## config.mk

```make
export PLATFORM = sky130hd
export DESIGN_NAME = paired_timers
export DESIGN_NICKNAME = d
export VERILOG_FILES = /design/src/rtl/timer_pkg.sv /design/src/rtl/paired_timers.sv /design/src/rtl/timer_core.sv
export SDC_FILE = /design/constraint.sdc
export NUM_CORES = 1
export LEC_CHECK = 0
export ABC_AREA = 1
export BUFFER_PORTS_ARGS = -buffer_cell sky130_fd_sc_hd__buf_4
export CORE_MARGIN = 1
export CORE_UTILIZATION = 30
export DETAILED_ROUTE_END_ITERATION = 8
export MAX_ROUTING_LAYER = met4
export SYNTH_ARGS = -nofsm -noshare
export SYNTH_HDL_FRONTEND = slang
export SYNTH_SLANG_ARGS = --single-unit
```

## constraint.sdc

```tcl
create_clock -name pclk -period 5.5 [get_ports pclk]
set_input_delay 1.1 -clock pclk [delete_from_list [all_inputs] [get_ports pclk]]
set_output_delay 1.1 -clock pclk [all_outputs]
set_load 0.02 [all_outputs]
```

## src/rtl/timer_pkg.sv

```systemverilog
package timer_pkg;
    // ------------------------------------------------------------
    // Register map (byte addresses, one word each)
    // ------------------------------------------------------------
    localparam logic [7:0] OFF_A_LOW = 8'h00;
    localparam logic [7:0] OFF_A_HIGH = 8'h04;
    localparam logic [7:0] OFF_A_CTRL = 8'h08;
    localparam logic [7:0] OFF_B_LOW = 8'h0c;
    localparam logic [7:0] OFF_B_HIGH = 8'h10;
    localparam logic [7:0] OFF_B_CTRL = 8'h14;
    localparam logic [7:0] OFF_FLAGS_ONE = 8'h18;
    localparam logic [7:0] OFF_ENABLES_ONE = 8'h1c;
    localparam logic [7:0] OFF_FLAGS_TWO = 8'h20;
    localparam logic [7:0] OFF_ENABLES_TWO = 8'h24;
    localparam logic [7:0] OFF_CMP_MODE = 8'h28;
    localparam logic [7:0] OFF_CMP_VAL_ONE = 8'h2c;
    localparam logic [7:0] OFF_CMP_VAL_TWO = 8'h30;

    // ------------------------------------------------------------
    // Control field positions
    // ------------------------------------------------------------
    localparam int BIT_WIDE = 7;
    localparam int BIT_SYSCLK = 6;
    localparam int BIT_TB_HI = 6;
    localparam int BIT_PS_HI = 5;
    localparam int BIT_PS_LO = 4;
    localparam int BIT_OSC_EN = 3;
    localparam int BIT_TB_LO = 3;
    localparam int BIT_SYNC_BYP = 2;
    localparam int BIT_CLK_SEL = 1;
    localparam int BIT_RUN = 0;
    localparam int FLAG_A_BIT = 0;
    localparam int FLAG_B_BIT = 1;

    // ------------------------------------------------------------
    // Reset values and codes
    // ------------------------------------------------------------
    localparam logic [7:0] CTRL_RESET = 8'h00;
    localparam logic [7:0] CMP_MODE_RESET = 8'h00;
    localparam logic [15:0] COUNT_RESET = 16'h0000;
    localparam logic [15:0] COUNT_MAX = 16'hffff;
    localparam logic [15:0] CMP_VAL_RESET = 16'hffff;
    localparam logic [3:0] CMP_SPECIAL = 4'hb;
    localparam logic [1:0] TB_BOTH_A = 2'h0;
    localparam logic [1:0] PS_DIV1 = 2'h0;
    localparam logic [1:0] PS_DIV2 = 2'h1;
    localparam logic [1:0] PS_DIV4 = 2'h2;
    localparam logic [2:0] PRE_RESET = 3'h0;

    typedef struct packed {
        logic run;
        logic clock_select;
        logic sync_bypass;
        logic [1:0] prescale;
    } timer_cfg_t;
endpackage

```

## src/rtl/paired_timers.sv

```systemverilog
// What this block does
// - Timer A counts up 0000h to FFFFh, then wraps to zero.
// - Timer A wrap sets flag one bit 0; interrupt only with enable bit.
// - Special-event compare match on timer A's unit resets timer A.
// - Unit two's special event also starts a conversion if converter enabled.
// - Special reset only trusted in timer or synchronous counter mode.
// - Compare value acts as the timer period under special reset.
// - Software write in the same cycle as special reset wins.
// - Special reset never sets the overflow flag.
// - Timer B control bit 7 picks buffered 16-bit or byte access.
// - Timebase select routes timer A or B to each compare unit.
// - Timer B prescale codes divide by 1, 2, 4 or 8.
// - Sync bypass bit matters only with external clock selected.
// - External clock counts rising edges, only after a falling edge.
// - Run bit starts counting; cleared it freezes the count.
// - Buffered mode: low read copies live high byte into buffer.
// - Buffered mode: high write fills buffer; low write loads both.
// - Timer A counts instruction clock or external edges per select.
// - Timer B wraps and latches overflow in flag two bit 1.
//
// Implementation choices: the register offsets and the APB interface to the registers.
`timescale 1ns/100ps
`default_nettype none
module paired_timers (
    input wire logic pclk,
    input wire logic presetn,
    input wire logic ce,
    input wire logic psel,
    input wire logic penable,
    input wire logic pwrite,
    input wire logic [7:0] paddr,
    input wire logic [31:0] pwdata,
    output logic [31:0] prdata,
    output logic pready,
    output logic pslverr,
    input wire logic external_count_pin,
    input wire logic timer_osc_level,
    input wire logic system_clock_from_timer_osc,
    input wire logic adc_enabled,
    output logic timer_osc_enable,
    output logic timer_a_irq,
    output logic timer_b_irq,
    output logic adc_start
);
    import timer_pkg::*;

    logic [7:0] ctrl [2];
    logic [7:0] hbuf [2];
    logic [15:0] count [2];
    logic [15:0] load_val [2];
    logic [15:0] cmp_val [2];
    logic [15:0] base [2];
    logic load [2];
    logic wrap [2];
    logic evt [2];
    logic trig [2];
    logic on_b [2];
    logic eq_d [2];
    logic [7:0] cmp_mode;
    logic [1:0] timebase;
    logic flag_a;
    logic flag_b;
    logic en_a;
    logic en_b;
    logic wr;
    logic rd;
    logic hit;
    logic [31:0] next_prdata;
    logic ext_level;

    // ------------------------------------------------------------
    // Bus handshake
    // ------------------------------------------------------------
    // Zero wait states: every access completes in its first access cycle
    assign pready = 1'b1;
    assign wr = psel && penable && pwrite;
    assign rd = psel && penable && !pwrite;
    assign pslverr = psel && penable && !hit;

    assign timebase = {ctrl[1][BIT_TB_HI], ctrl[1][BIT_TB_LO]};
    assign on_b[0] = timebase[1];
    assign on_b[1] = (timebase != TB_BOTH_A);
    assign timer_osc_enable = ctrl[0][BIT_OSC_EN];
    // Both timers share the oscillator or the pin, never a mix
    assign ext_level = timer_osc_enable ? timer_osc_level : external_count_pin;

    // ------------------------------------------------------------
    // Per timer and per compare unit
    // ------------------------------------------------------------
    for (genvar i = 0; i < 2; i++) begin : g_tmr
        localparam logic [7:0] LOW = (i == 0) ? OFF_A_LOW : OFF_B_LOW;
        localparam logic [7:0] HIGH = (i == 0) ? OFF_A_HIGH : OFF_B_HIGH;
        localparam logic [7:0] CTRL = (i == 0) ? OFF_A_CTRL : OFF_B_CTRL;
        logic wide;
        logic wr_low;
        logic wr_high;
        timer_cfg_t cfg;

        assign wide = ctrl[i][BIT_WIDE];
        assign wr_low = wr && (paddr == LOW);
        assign wr_high = wr && (paddr == HIGH);
        assign load[i] = wr_low || (wr_high && !wide);
        assign load_val[i] = !wr_low ? {pwdata[7:0], count[i][7:0]} :
            wide ? {hbuf[i], pwdata[7:0]} : {count[i][15:8], pwdata[7:0]};
        assign cfg = '{run: ctrl[i][BIT_RUN], clock_select: ctrl[i][BIT_CLK_SEL],
            sync_bypass: ctrl[i][BIT_SYNC_BYP], prescale: ctrl[i][BIT_PS_HI:BIT_PS_LO]};

        always_ff @(posedge pclk or negedge presetn) begin
            if (!presetn) begin
                ctrl[i] <= CTRL_RESET;
            end else if (ce && wr && (paddr == CTRL)) begin
                // Timer A bit 6 is a status bit, never stored
                ctrl[i] <= (i == 0) ? (pwdata[7:0] & 8'hbf) : pwdata[7:0];
            end
        end

        always_ff @(posedge pclk or negedge presetn) begin
            if (!presetn) begin
                hbuf[i] <= 8'h00;
            end else if (ce) begin
                if (wr_high && wide) begin
                    hbuf[i] <= pwdata[7:0];
                end else if (rd && (paddr == LOW) && wide) begin
                    hbuf[i] <= count[i][15:8];
                end
            end
        end

        timer_core u_core (
            .pclk(pclk),
            .presetn(presetn),
            .ce(ce),
            .cfg(cfg),
            .ext_level(ext_level),
            .load(load[i]),
            .load_value(load_val[i]),
            .clear_prescale(wr_low || (wr_high && !wide)),
            .event_reset(evt[i]),
            .count(count[i]),
            .wrap(wrap[i])
        );

        // Compare unit i: one trigger per arrival at the compare value
        assign base[i] = on_b[i] ? count[1] : count[0];
        assign trig[i] = (cmp_mode[i*4 +: 4] == CMP_SPECIAL) &&
            (base[i] == cmp_val[i]) && !eq_d[i];

        always_ff @(posedge pclk or negedge presetn) begin
            if (!presetn) begin
                eq_d[i] <= 1'b0;
            end else if (ce) begin
                eq_d[i] <= (base[i] == cmp_val[i]);
            end
        end
    end

    // Async counter mode may miss this reset; software must avoid it
    assign evt[0] = (trig[0] && !on_b[0]) || (trig[1] && !on_b[1]);
    assign evt[1] = (trig[0] && on_b[0]) || (trig[1] && on_b[1]);

    // ------------------------------------------------------------
    // Compare configuration
    // ------------------------------------------------------------
    always_ff @(posedge pclk or negedge presetn) begin
        if (!presetn) begin
            cmp_mode <= CMP_MODE_RESET;
            cmp_val[0] <= CMP_VAL_RESET;
            cmp_val[1] <= CMP_VAL_RESET;
        end else if (ce && wr) begin
            if (paddr == OFF_CMP_MODE) begin
                cmp_mode <= pwdata[7:0];
            end
            if (paddr == OFF_CMP_VAL_ONE) begin
                cmp_val[0] <= pwdata[15:0];
            end
            if (paddr == OFF_CMP_VAL_TWO) begin
                cmp_val[1] <= pwdata[15:0];
            end
        end
    end

    always_ff @(posedge pclk or negedge presetn) begin
        if (!presetn) begin
            adc_start <= 1'b0;
        end else if (ce) begin
            adc_start <= trig[1] && adc_enabled;
        end
    end

    // ------------------------------------------------------------
    // Overflow flags and enables
    // ------------------------------------------------------------
    // A wrap in the clearing cycle still sets the flag
    always_ff @(posedge pclk or negedge presetn) begin
        if (!presetn) begin
            flag_a <= 1'b0;
            flag_b <= 1'b0;
        end else if (ce) begin
            flag_a <= wrap[0] || ((wr && paddr == OFF_FLAGS_ONE) ? pwdata[FLAG_A_BIT] : flag_a);
            flag_b <= wrap[1] || ((wr && paddr == OFF_FLAGS_TWO) ? pwdata[FLAG_B_BIT] : flag_b);
        end
    end

    always_ff @(posedge pclk or negedge presetn) begin
        if (!presetn) begin
            en_a <= 1'b0;
            en_b <= 1'b0;
        end else if (ce && wr) begin
            if (paddr == OFF_ENABLES_ONE) begin
                en_a <= pwdata[FLAG_A_BIT];
            end
            if (paddr == OFF_ENABLES_TWO) begin
                en_b <= pwdata[FLAG_B_BIT];
            end
        end
    end

    assign timer_a_irq = flag_a && en_a;
    assign timer_b_irq = flag_b && en_b;

    // ------------------------------------------------------------
    // Read path: data is captured in the setup cycle
    // ------------------------------------------------------------
    always_comb begin
        next_prdata = 32'h0000_0000;
        hit = 1'b1;
        case (paddr)
            OFF_A_LOW: next_prdata[7:0] = count[0][7:0];
            OFF_A_HIGH: next_prdata[7:0] = ctrl[0][BIT_WIDE] ? hbuf[0] : count[0][15:8];
            OFF_A_CTRL: begin
                next_prdata[7:0] = ctrl[0];
                next_prdata[BIT_SYSCLK] = system_clock_from_timer_osc;
            end
            OFF_B_LOW: next_prdata[7:0] = count[1][7:0];
            OFF_B_HIGH: next_prdata[7:0] = ctrl[1][BIT_WIDE] ? hbuf[1] : count[1][15:8];
            OFF_B_CTRL: next_prdata[7:0] = ctrl[1];
            OFF_FLAGS_ONE: next_prdata[FLAG_A_BIT] = flag_a;
            OFF_ENABLES_ONE: next_prdata[FLAG_A_BIT] = en_a;
            OFF_FLAGS_TWO: next_prdata[FLAG_B_BIT] = flag_b;
            OFF_ENABLES_TWO: next_prdata[FLAG_B_BIT] = en_b;
            OFF_CMP_MODE: next_prdata[7:0] = cmp_mode;
            OFF_CMP_VAL_ONE: next_prdata[15:0] = cmp_val[0];
            OFF_CMP_VAL_TWO: next_prdata[15:0] = cmp_val[1];
            default: hit = 1'b0;
        endcase
    end

    always_ff @(posedge pclk or negedge presetn) begin
        if (!presetn) begin
            prdata <= 32'h0000_0000;
        end else if (ce && psel && !penable) begin
            prdata <= next_prdata;
        end
    end

    // ------------------------------------------------------------
    // Checks
    // ------------------------------------------------------------
    wrap_to_zero_a: assert property (@(posedge pclk) disable iff (!presetn)
        wrap[0] |-> count[0] == COUNT_RESET) else $error("timer A wrap not at zero");
    flag_a_set_a: assert property (@(posedge pclk) disable iff (!presetn)
        wrap[0] && ce |=> flag_a) else $error("timer A flag not set by wrap");
    irq_gate_a: assert property (@(posedge pclk) disable iff (!presetn)
        timer_a_irq |-> en_a && flag_a) else $error("timer A irq without enable");
    event_reset_a: assert property (@(posedge pclk) disable iff (!presetn)
        ce && evt[0] && !load[0] |=> count[0] == COUNT_RESET) else $error("special reset lost");
    write_wins_a: assert property (@(posedge pclk) disable iff (!presetn)
        ce && evt[0] && load[0] |=> count[0] == $past(load_val[0]))
        else $error("special reset beat write");
    no_event_flag_a: assert property (@(posedge pclk) disable iff (!presetn)
        ce && evt[0] |=> !wrap[0]) else $error("special reset raised overflow");
    adc_trigger_a: assert property (@(posedge pclk) disable iff (!presetn)
        ce && trig[1] && adc_enabled |=> adc_start) else $error("conversion not started");
    frozen_count_a: assert property (@(posedge pclk) disable iff (!presetn)
        ce && !ctrl[1][BIT_RUN] && !load[1] && !evt[1] |=> $stable(count[1]))
        else $error("stopped timer B moved");
    buffer_copy_a: assert property (@(posedge pclk) disable iff (!presetn)
        ce && rd && paddr == OFF_B_LOW && ctrl[1][BIT_WIDE] |=> hbuf[1] == $past(count[1][15:8]))
        else $error("high byte not buffered");
    route_both_a: assert property (@(posedge pclk) disable iff (!presetn)
        timebase == TB_BOTH_A |-> !on_b[0] && !on_b[1]) else $error("timebase routing wrong");
    flag_b_set_a: assert property (@(posedge pclk) disable iff (!presetn)
        wrap[1] && ce |=> flag_b) else $error("timer B flag not set by wrap");
    flag_clear_a: assert property (@(posedge pclk) disable iff (!presetn)
        ce && wr && paddr == OFF_FLAGS_ONE && !pwdata[FLAG_A_BIT] && !wrap[0] |=> !flag_a)
        else $error("timer A flag not cleared");
    wide_load_a: assert property (@(posedge pclk) disable iff (!presetn)
        ce && load[1] && ctrl[1][BIT_WIDE]
        |=> count[1] == {$past(hbuf[1]), $past(pwdata[7:0])}) else $error("wide write not loaded");
    high_buffer_a: assert property (@(posedge pclk) disable iff (!presetn)
        ce && wr && paddr == OFF_B_HIGH && ctrl[1][BIT_WIDE] && !ctrl[1][BIT_RUN] && !evt[1]
        |=> $stable(count[1]) && hbuf[1] == $past(pwdata[7:0]))
        else $error("high write reached the count");
    // Clock enable low must hold both counts, the read data and flag A
    ce_freeze_a: assert property (@(posedge pclk) disable iff (!presetn)
        !ce |=> $stable(count[0]) && $stable(count[1]) && $stable(prdata) && $stable(flag_a))
        else $error("state moved with clock enable low");

    wrap_a_c: cover property (@(posedge pclk) disable iff (!presetn) wrap[0]);
    wrap_b_c: cover property (@(posedge pclk) disable iff (!presetn) wrap[1]);
    event_c: cover property (@(posedge pclk) disable iff (!presetn) evt[0] ##[1:100] evt[0]);
    split_route_c: cover property (@(posedge pclk) disable iff (!presetn) on_b[1] && !on_b[0]);
    adc_c: cover property (@(posedge pclk) disable iff (!presetn) adc_start);
endmodule
`default_nettype wire

```

## src/rtl/timer_core.sv

```systemverilog
`timescale 1ns/100ps
`default_nettype none
module timer_core (
    input wire logic pclk,
    input wire logic presetn,
    input wire logic ce,
    input wire timer_pkg::timer_cfg_t cfg,
    input wire logic ext_level,
    input wire logic load,
    input wire logic [15:0] load_value,
    input wire logic clear_prescale,
    input wire logic event_reset,
    output logic [15:0] count,
    output logic wrap
);
    import timer_pkg::*;

    logic ext_sync;
    logic ext_prev;
    logic seen_fall;
    logic [2:0] pre;
    logic [2:0] mask;
    logic edge_src;
    logic tick;
    logic inc;

    // ------------------------------------------------------------
    // Count clock selection
    // ------------------------------------------------------------
    assign edge_src = cfg.sync_bypass ? ext_level : ext_sync;
    // Internal source counts every instruction cycle
    assign tick = cfg.clock_select ? (edge_src & ~ext_prev & seen_fall) : 1'b1;

    always_ff @(posedge pclk or negedge presetn) begin
        if (!presetn) begin
            ext_sync <= 1'b0;
            ext_prev <= 1'b0;
        end else if (ce) begin
            ext_sync <= ext_level;
            ext_prev <= edge_src;
        end
    end

    // A high pin at select time must not count: wait for a fall first
    always_ff @(posedge pclk or negedge presetn) begin
        if (!presetn) begin
            seen_fall <= 1'b0;
        end else if (ce) begin
            if (!cfg.clock_select) begin
                seen_fall <= 1'b0;
            end else if (ext_prev && !edge_src) begin
                seen_fall <= 1'b1;
            end
        end
    end

    // ------------------------------------------------------------
    // Prescaler
    // ------------------------------------------------------------
    always_comb begin
        case (cfg.prescale)
            PS_DIV1: mask = 3'h0;
            PS_DIV2: mask = 3'h1;
            PS_DIV4: mask = 3'h3;
            default: mask = 3'h7;
        endcase
    end

    assign inc = cfg.run && tick && ((pre & mask) == mask);

    always_ff @(posedge pclk or negedge presetn) begin
        if (!presetn) begin
            pre <= PRE_RESET;
        end else if (ce) begin
            if (clear_prescale) begin
                pre <= PRE_RESET;
            end else if (cfg.run && tick) begin
                pre <= pre + 3'h1;
            end
        end
    end

    // ------------------------------------------------------------
    // Counter: write beats special reset beats increment
    // ------------------------------------------------------------
    always_ff @(posedge pclk or negedge presetn) begin
        if (!presetn) begin
            count <= COUNT_RESET;
        end else if (ce) begin
            if (load) begin
                count <= load_value;
            end else if (event_reset) begin
                count <= COUNT_RESET;
            end else if (inc) begin
                count <= count + 16'h0001;
            end
        end
    end

    // A special reset is not a wrap, so it raises no overflow
    always_ff @(posedge pclk or negedge presetn) begin
        if (!presetn) begin
            wrap <= 1'b0;
        end else if (ce) begin
            wrap <= inc && !load && !event_reset && (count == COUNT_MAX);
        end
    end
endmodule
`default_nettype wire

```

* Word level (Yosys, flattened, before mapping)
Cells that the tools add are included.
** Word-level totals
- Register bits :: 139
- Input bits :: 50
- Output and inout port bits :: 38
- Word-level logic and storage cells :: 203
** Operators by class
- Add/sub/neg operators :: 4
- Equal/unequal tests :: 30
- Mux-type cells :: 40
- Bitwise gates (word level) :: 8
- Reductions and logical operators :: 93
** Operators by type and width (count)
- 16-bit 2-to-1 mux :: 12
- 6-bit case mux with 9 select lines :: 1
- 8-bit 2-to-1 mux :: 6
- 1-bit logical AND :: 46
- 8-bit by 6-bit equality test with 1-bit output (second input constant) :: 5
- 16-bit by 1-bit adder with 16-bit output (second input constant) :: 2
- 16-bit equality test :: 2
- 16-bit equality test (second input constant) :: 2
- 8-bit by 5-bit equality test with 1-bit output (second input constant) :: 4
- 1-bit case mux with 11 select lines :: 2
- 2-bit AND reduction :: 11
- 3-bit case mux with 3 select lines :: 2
- 8-bit by 4-bit equality test with 1-bit output (second input constant) :: 2
- 8-bit case mux with 2 select lines :: 1
- 1-bit zero test :: 15
- 13-bit OR reduction :: 1
- 1-bit 2-to-1 mux :: 12
- 3-bit 2-to-1 mux :: 4
- 3-bit AND reduction :: 4
- 2-bit nonzero test :: 5
- 4-bit equality test (second input constant) :: 2
- 8-bit by 3-bit equality test with 1-bit output (second input constant) :: 1
- 8-bit zero test :: 1
- 3-bit by 1-bit adder with 3-bit output (second input constant) :: 2
- other kinds (12) :: 30

* Depth between registers and ports, before layout
- Word-level depth :: 10
- Gate-level depth with buffers :: 17
- Depth with buffers taken out :: 17

* By module
Synthesis repeated with hierarchy kept, for this count alone.
** Second synthesis, totals
- Cells, all modules :: 1445
- Area total of the unflattened synthesis :: 9522.9 um^2
** Modules (own cells, without submodules)
- paired_timers :: instances 1, cells an instance 969, area an instance 6434.9 um^2
- timer_core :: instances 2, cells an instance 238, area an instance 1544.0 um^2

* Worst setup path after synthesis
Ideal clock, no wire load.
- Path kind :: input-to-output
- Start :: input port paddr[6]
- End :: output port pslverr
- Arrival time :: 2.515 ns
- Data required time :: 4.400 ns
- Slack :: 1.885 ns
- Stages on the path :: 7
- Buffers on the path :: 1
- Cells stage by stage :: inv_1 -> nand2_1 -> nor3_1 -> nand2_1 -> clkbuf_1 -> nand4_1 -> nor4_1
** Between the ends
- Word-level cells in the longest chain between the ends :: 5
- Elaborated cells between the ends (all ways) :: 17
** Ends and longest elaborated chain
- start: declaration :: RTL line paired_timers.sv:31 : input wire logic [7:0] paddr,
- 8-bit by 3-bit equality test with 1-bit output, or another cell as far along :: RTL line paired_timers.sv:227 : case (paddr)
- 13-bit OR reduction (no source line) *
- 1-bit 2-to-1 mux * :: RTL line paired_timers.sv:227
- 1-bit zero test * :: RTL line paired_timers.sv:78 : assign pslverr = psel && penable && !hit;
- 1-bit logical AND * :: RTL line paired_timers.sv:78
- end: declaration :: RTL line paired_timers.sv:35 : output logic pslverr,
Mark *: on every way between the ends. The rest lies on a longest branch, timed or not.

* Final worst setup path
Same ends and word-level chain as after synthesis.

==> flow_metrics.env <==
export IMPL_synthArstFlopShare=1.00
export IMPL_synth_avg_cell_area_um2=6.75
export IMPL_die_y_um=178
export IMPL_ff2ff_path_depth=15
export IMPL_cts_tree="yes"
export IMPL_ys_ff_latch=139
export IMPL_first_pass_iters=6
export IMPL_numCtsBuffers=17
export IMPL_ys_seq_area_frac=0.380
export IMPL_start_kind="input port"
export IMPL_use_met2=0.316
export IMPL_clk_latency_ps=440
export IMPL_met1_usage=0.304
export IMPL_worst_pin_slew_ps=1090
export IMPL_register_area_um2=3520
export IMPL_fin_tns_setup_ps=0
export IMPL_die_x_um=178
export IMPL_drive_gt1_frac=0.117
export IMPL_synth_top_area_share=0.289
export IMPL_cts_htree_levels=4
export IMPL_drc=0
export IMPL_yosys_top_cells_count="nand2_1, inv_1, o21ai_0"
export IMPL_viasPerCell=5.12
export IMPL_status="finished, final reports clean"
export IMPL_r2r_start="ctrl[6]$_DFFE_PN0P_"
export IMPL_rsz0062_at_grt="no"
export IMPL_clock_tree_buffer_depth=2
export IMPL_intPower_mw=1.79
export IMPL_crit_start="paddr[6]"
export IMPL_post_cts_resized=0
export IMPL_grt_pass1_wl_mm=50.2
export IMPL_reg2reg_to="g_tmr[1].u_core.count[15]$_DFFE_PN0P_"
export IMPL_met3_usage=0.0478
export IMPL_dp_cells=1773
export IMPL_power_frac_comb=0.076
export IMPL_cp_max_fo=12
export IMPL_crit_required_ps=4400
export IMPL_finalMaxSlewViolations=0
export IMPL_seqPwrFrac=0.433
export IMPL_maxCapViolCount=0
export IMPL_fin_cells=1806
export IMPL_place_congestion=0.965
export IMPL_clk_root_buffer_cell="clkbuf_16"
export IMPL_fin_nets=1456
export IMPL_hold_violations=0
export IMPL_worstPathArrival_ps=2970
export IMPL_grt_use_total=0.220
export IMPL_placementRows=63
export IMPL_p_per_area_nw_per_um2=235
export IMPL_cp_endpoint="pslverr"
export IMPL_utilization=0.349
export IMPL_dpl_hpwl_mm=24.1
export IMPL_netlist_instances=1374
export IMPL_ir_drop_uv=191
export IMPL_grt_busiest_layer="met2"
export IMPL_synth_most_common_cell="nand2_1"
export IMPL_power_clock_fraction=0.491
export IMPL_grt_pass1_vias=8470
export IMPL_min_period_ps=4070
export IMPL_grt_overflow_total=0
export IMPL_fin_crit_sh=0.740
export IMPL_skew_ps=11.7
export IMPL_final_setup_viol_count=0
export IMPL_io_pins=88
export IMPL_endpoint_kind="primary output"
export IMPL_antenna_found_initial=1
export IMPL_syn_area_um2=9270
export IMPL_max_freq_ghz=0.246
export IMPL_min_path_type="flop to flop"
export IMPL_cts_sinks=139
export IMPL_num_vias=9251
export IMPL_switching_share=0.272
export IMPL_reg2reg_slack_ps=2030
export IMPL_ys_types=52
export IMPL_multiInputGateArea_um2=4770
export IMPL_die_area_um2=31600
export IMPL_n_fill_cell=3258
export IMPL_drtIter0Drc=905
export IMPL_slew_headroom=0.263
export IMPL_postCtsSetupRepairBufs=0
export IMPL_ys_warn_count=0
export IMPL_synth_edf_count=0
export IMPL_start_util=0.309
export IMPL_detail_route_wl_per_cell_um=18.3
export IMPL_grt_max_degree=97
export IMPL_holdBufCountCts=0
export IMPL_synthFlopType="dfrtp_1"
export IMPL_numPortBuffers=54
export IMPL_area_growth_pct=13.1
export IMPL_core_um2=30000
export IMPL_ant_nets=0
export IMPL_yosysTopAreaCell="dfrtp_1"
export IMPL_switching_power_uw=672
export IMPL_clk_pin_slew_worst_paths_ps=60
export IMPL_routed_wl_mm=33.1
export IMPL_netlist_top_cells_area="dfrtp_1, nand2_1, dfstp_2, o21ai_0, inv_1"
export IMPL_p_leak_nw=4.97
export IMPL_critPathKind="input port to primary output"
## cell usage in the layout (no fill, tap or decap), types with 3 or more instances in the layout
| master | count |
|---|---|
| nor3_2 | 4 |
| dfrtp_1 | 107 |
| nor2_2 | 4 |
| ha_1 | 4 |
| nor2_1 | 68 |
| inv_2 | 5 |
| clkinvlp_4 | 4 |
| nand2_4 | 4 |
| conb_1 | 17 |
| nand3b_1 | 3 |
| a221oi_1 | 7 |
| o211ai_1 | 15 |
| inv_6 | 6 |
| o22ai_1 | 30 |
| a21oi_1 | 31 |
| clkbuf_16 | 17 |
| nand3_1 | 89 |
| o21ai_0 | 136 |
| nor4_1 | 6 |
| inv_4 | 3 |
| xor2_1 | 10 |
| nor2_4 | 4 |
| inv_1 | 160 |
| nor3b_1 | 4 |
| clkinv_1 | 3 |
| a31oi_1 | 9 |
| nand4_1 | 9 |
| nand2_1 | 513 |
| a22oi_1 | 4 |
| nor3_1 | 10 |
| dfstp_2 | 32 |
| nand2_2 | 5 |
| buf_4 | 59 |
## worst min-delay path by stage
stage                                         end  slack, ps                                from  cells after the start
2_1_floorplan  g_tmr[1].u_core.pre[2]$_DFFE_PN0P_        440  g_tmr[1].u_core.pre[2]$_DFFE_PN0P_                      1
3_3_place_gp                prdata[2]$_DFFE_PN0P_        460               prdata[2]$_DFFE_PN0P_                      1
3_5_place_dp                prdata[1]$_DFFE_PN0P_        470               prdata[1]$_DFFE_PN0P_                      2
4_1_cts        g_tmr[1].u_core.pre[2]$_DFFE_PN0P_        490  g_tmr[1].u_core.pre[2]$_DFFE_PN0P_                      1
5_1_grt                     prdata[6]$_DFFE_PN0P_        500               prdata[6]$_DFFE_PN0P_                      2
6_report                    prdata[1]$_DFFE_PN0P_        480               prdata[1]$_DFFE_PN0P_                      2
## per-layer routing
layer	vias up	wire length, um
li1	4455	-
met2	408	14100
met5	-	0
met1	4336	15300
met4	0	833
met3	52	2910
## sequential cells by signal (all words and copies together) (netlist names)
register                flops
prdata                     16
hbuf                       16
g_tmr.u_core.wrap           2
ctrl                       14
en_b                        1
flag_b                      1
timer_osc_enable            1
g_tmr.u_core.seen_fall      2
adc_start                   1
g_tmr.u_core.ext_prev       2
cmp_val                    32
g_tmr.u_core.count         32
en_a                        1
flag_a                      1
g_tmr.u_core.ext_sync       1
g_tmr.u_core.pre            6
eq_d                        2
cmp_mode                    8
## power by group through the flow
stage               Clock [mW]  Sequential [mW]  Combinational, mW
floorplan                    0             1.08              0.112
global placement             0             1.09              0.186
detailed placement           0             1.09              0.188
CTS                       1.22             1.07              0.188
global route              1.26             1.07              0.208
finish                    1.21             1.07              0.188
## worst max-delay path: stages
cell and delay, ps:
buf_4 100, inv_1 40, nand2_1 110, nor3_2 400, nand2_1 480, inv_1 410
nor4_1 130, buf_4 180
## metrics by stage
step | worst slack (ps) | instance area [um2] | hold WS, ps | total power, mW
2_1_floorplan | 1880 | 9320 | 445 | 1.19
3_3_place_gp | 1480 | 9880 | 462 | 1.27
3_5_place_dp | 1440 | 9880 | 470 | 1.27
4_1_cts | 1430 | 10500 | 485 | 2.48
5_1_grt | 1300 | 10500 | 503 | 2.54
6_report | 1430 | 10500 | 480 | 2.47
## logic make-up after synthesis
logic type                 share of synthesized area
adders and majority gates                    0.00540
DFF                                            0.380
xor gates and xnor gates                      0.0104
AOI/OAI and AO/OA                              0.150
buffers and inverters                          0.112
muxes                                        0.00121
other                                       0.000810
and+or+nand+nor                                0.340
## area by class of cell
type / count / share of cell area
diodes: 1 / 0.000239
clock buffers: 19 / 0.0422
clock inverters: 13 / 0.0147
inverters: 172 / 0.0624
multi-input cells: 1012 / 0.455
flip-flops and latches: 139 / 0.336
well taps: 390 / 0.0465
repair buffers: 60 / 0.0433
No activity file was read; power rests on OpenSTA's default activity.
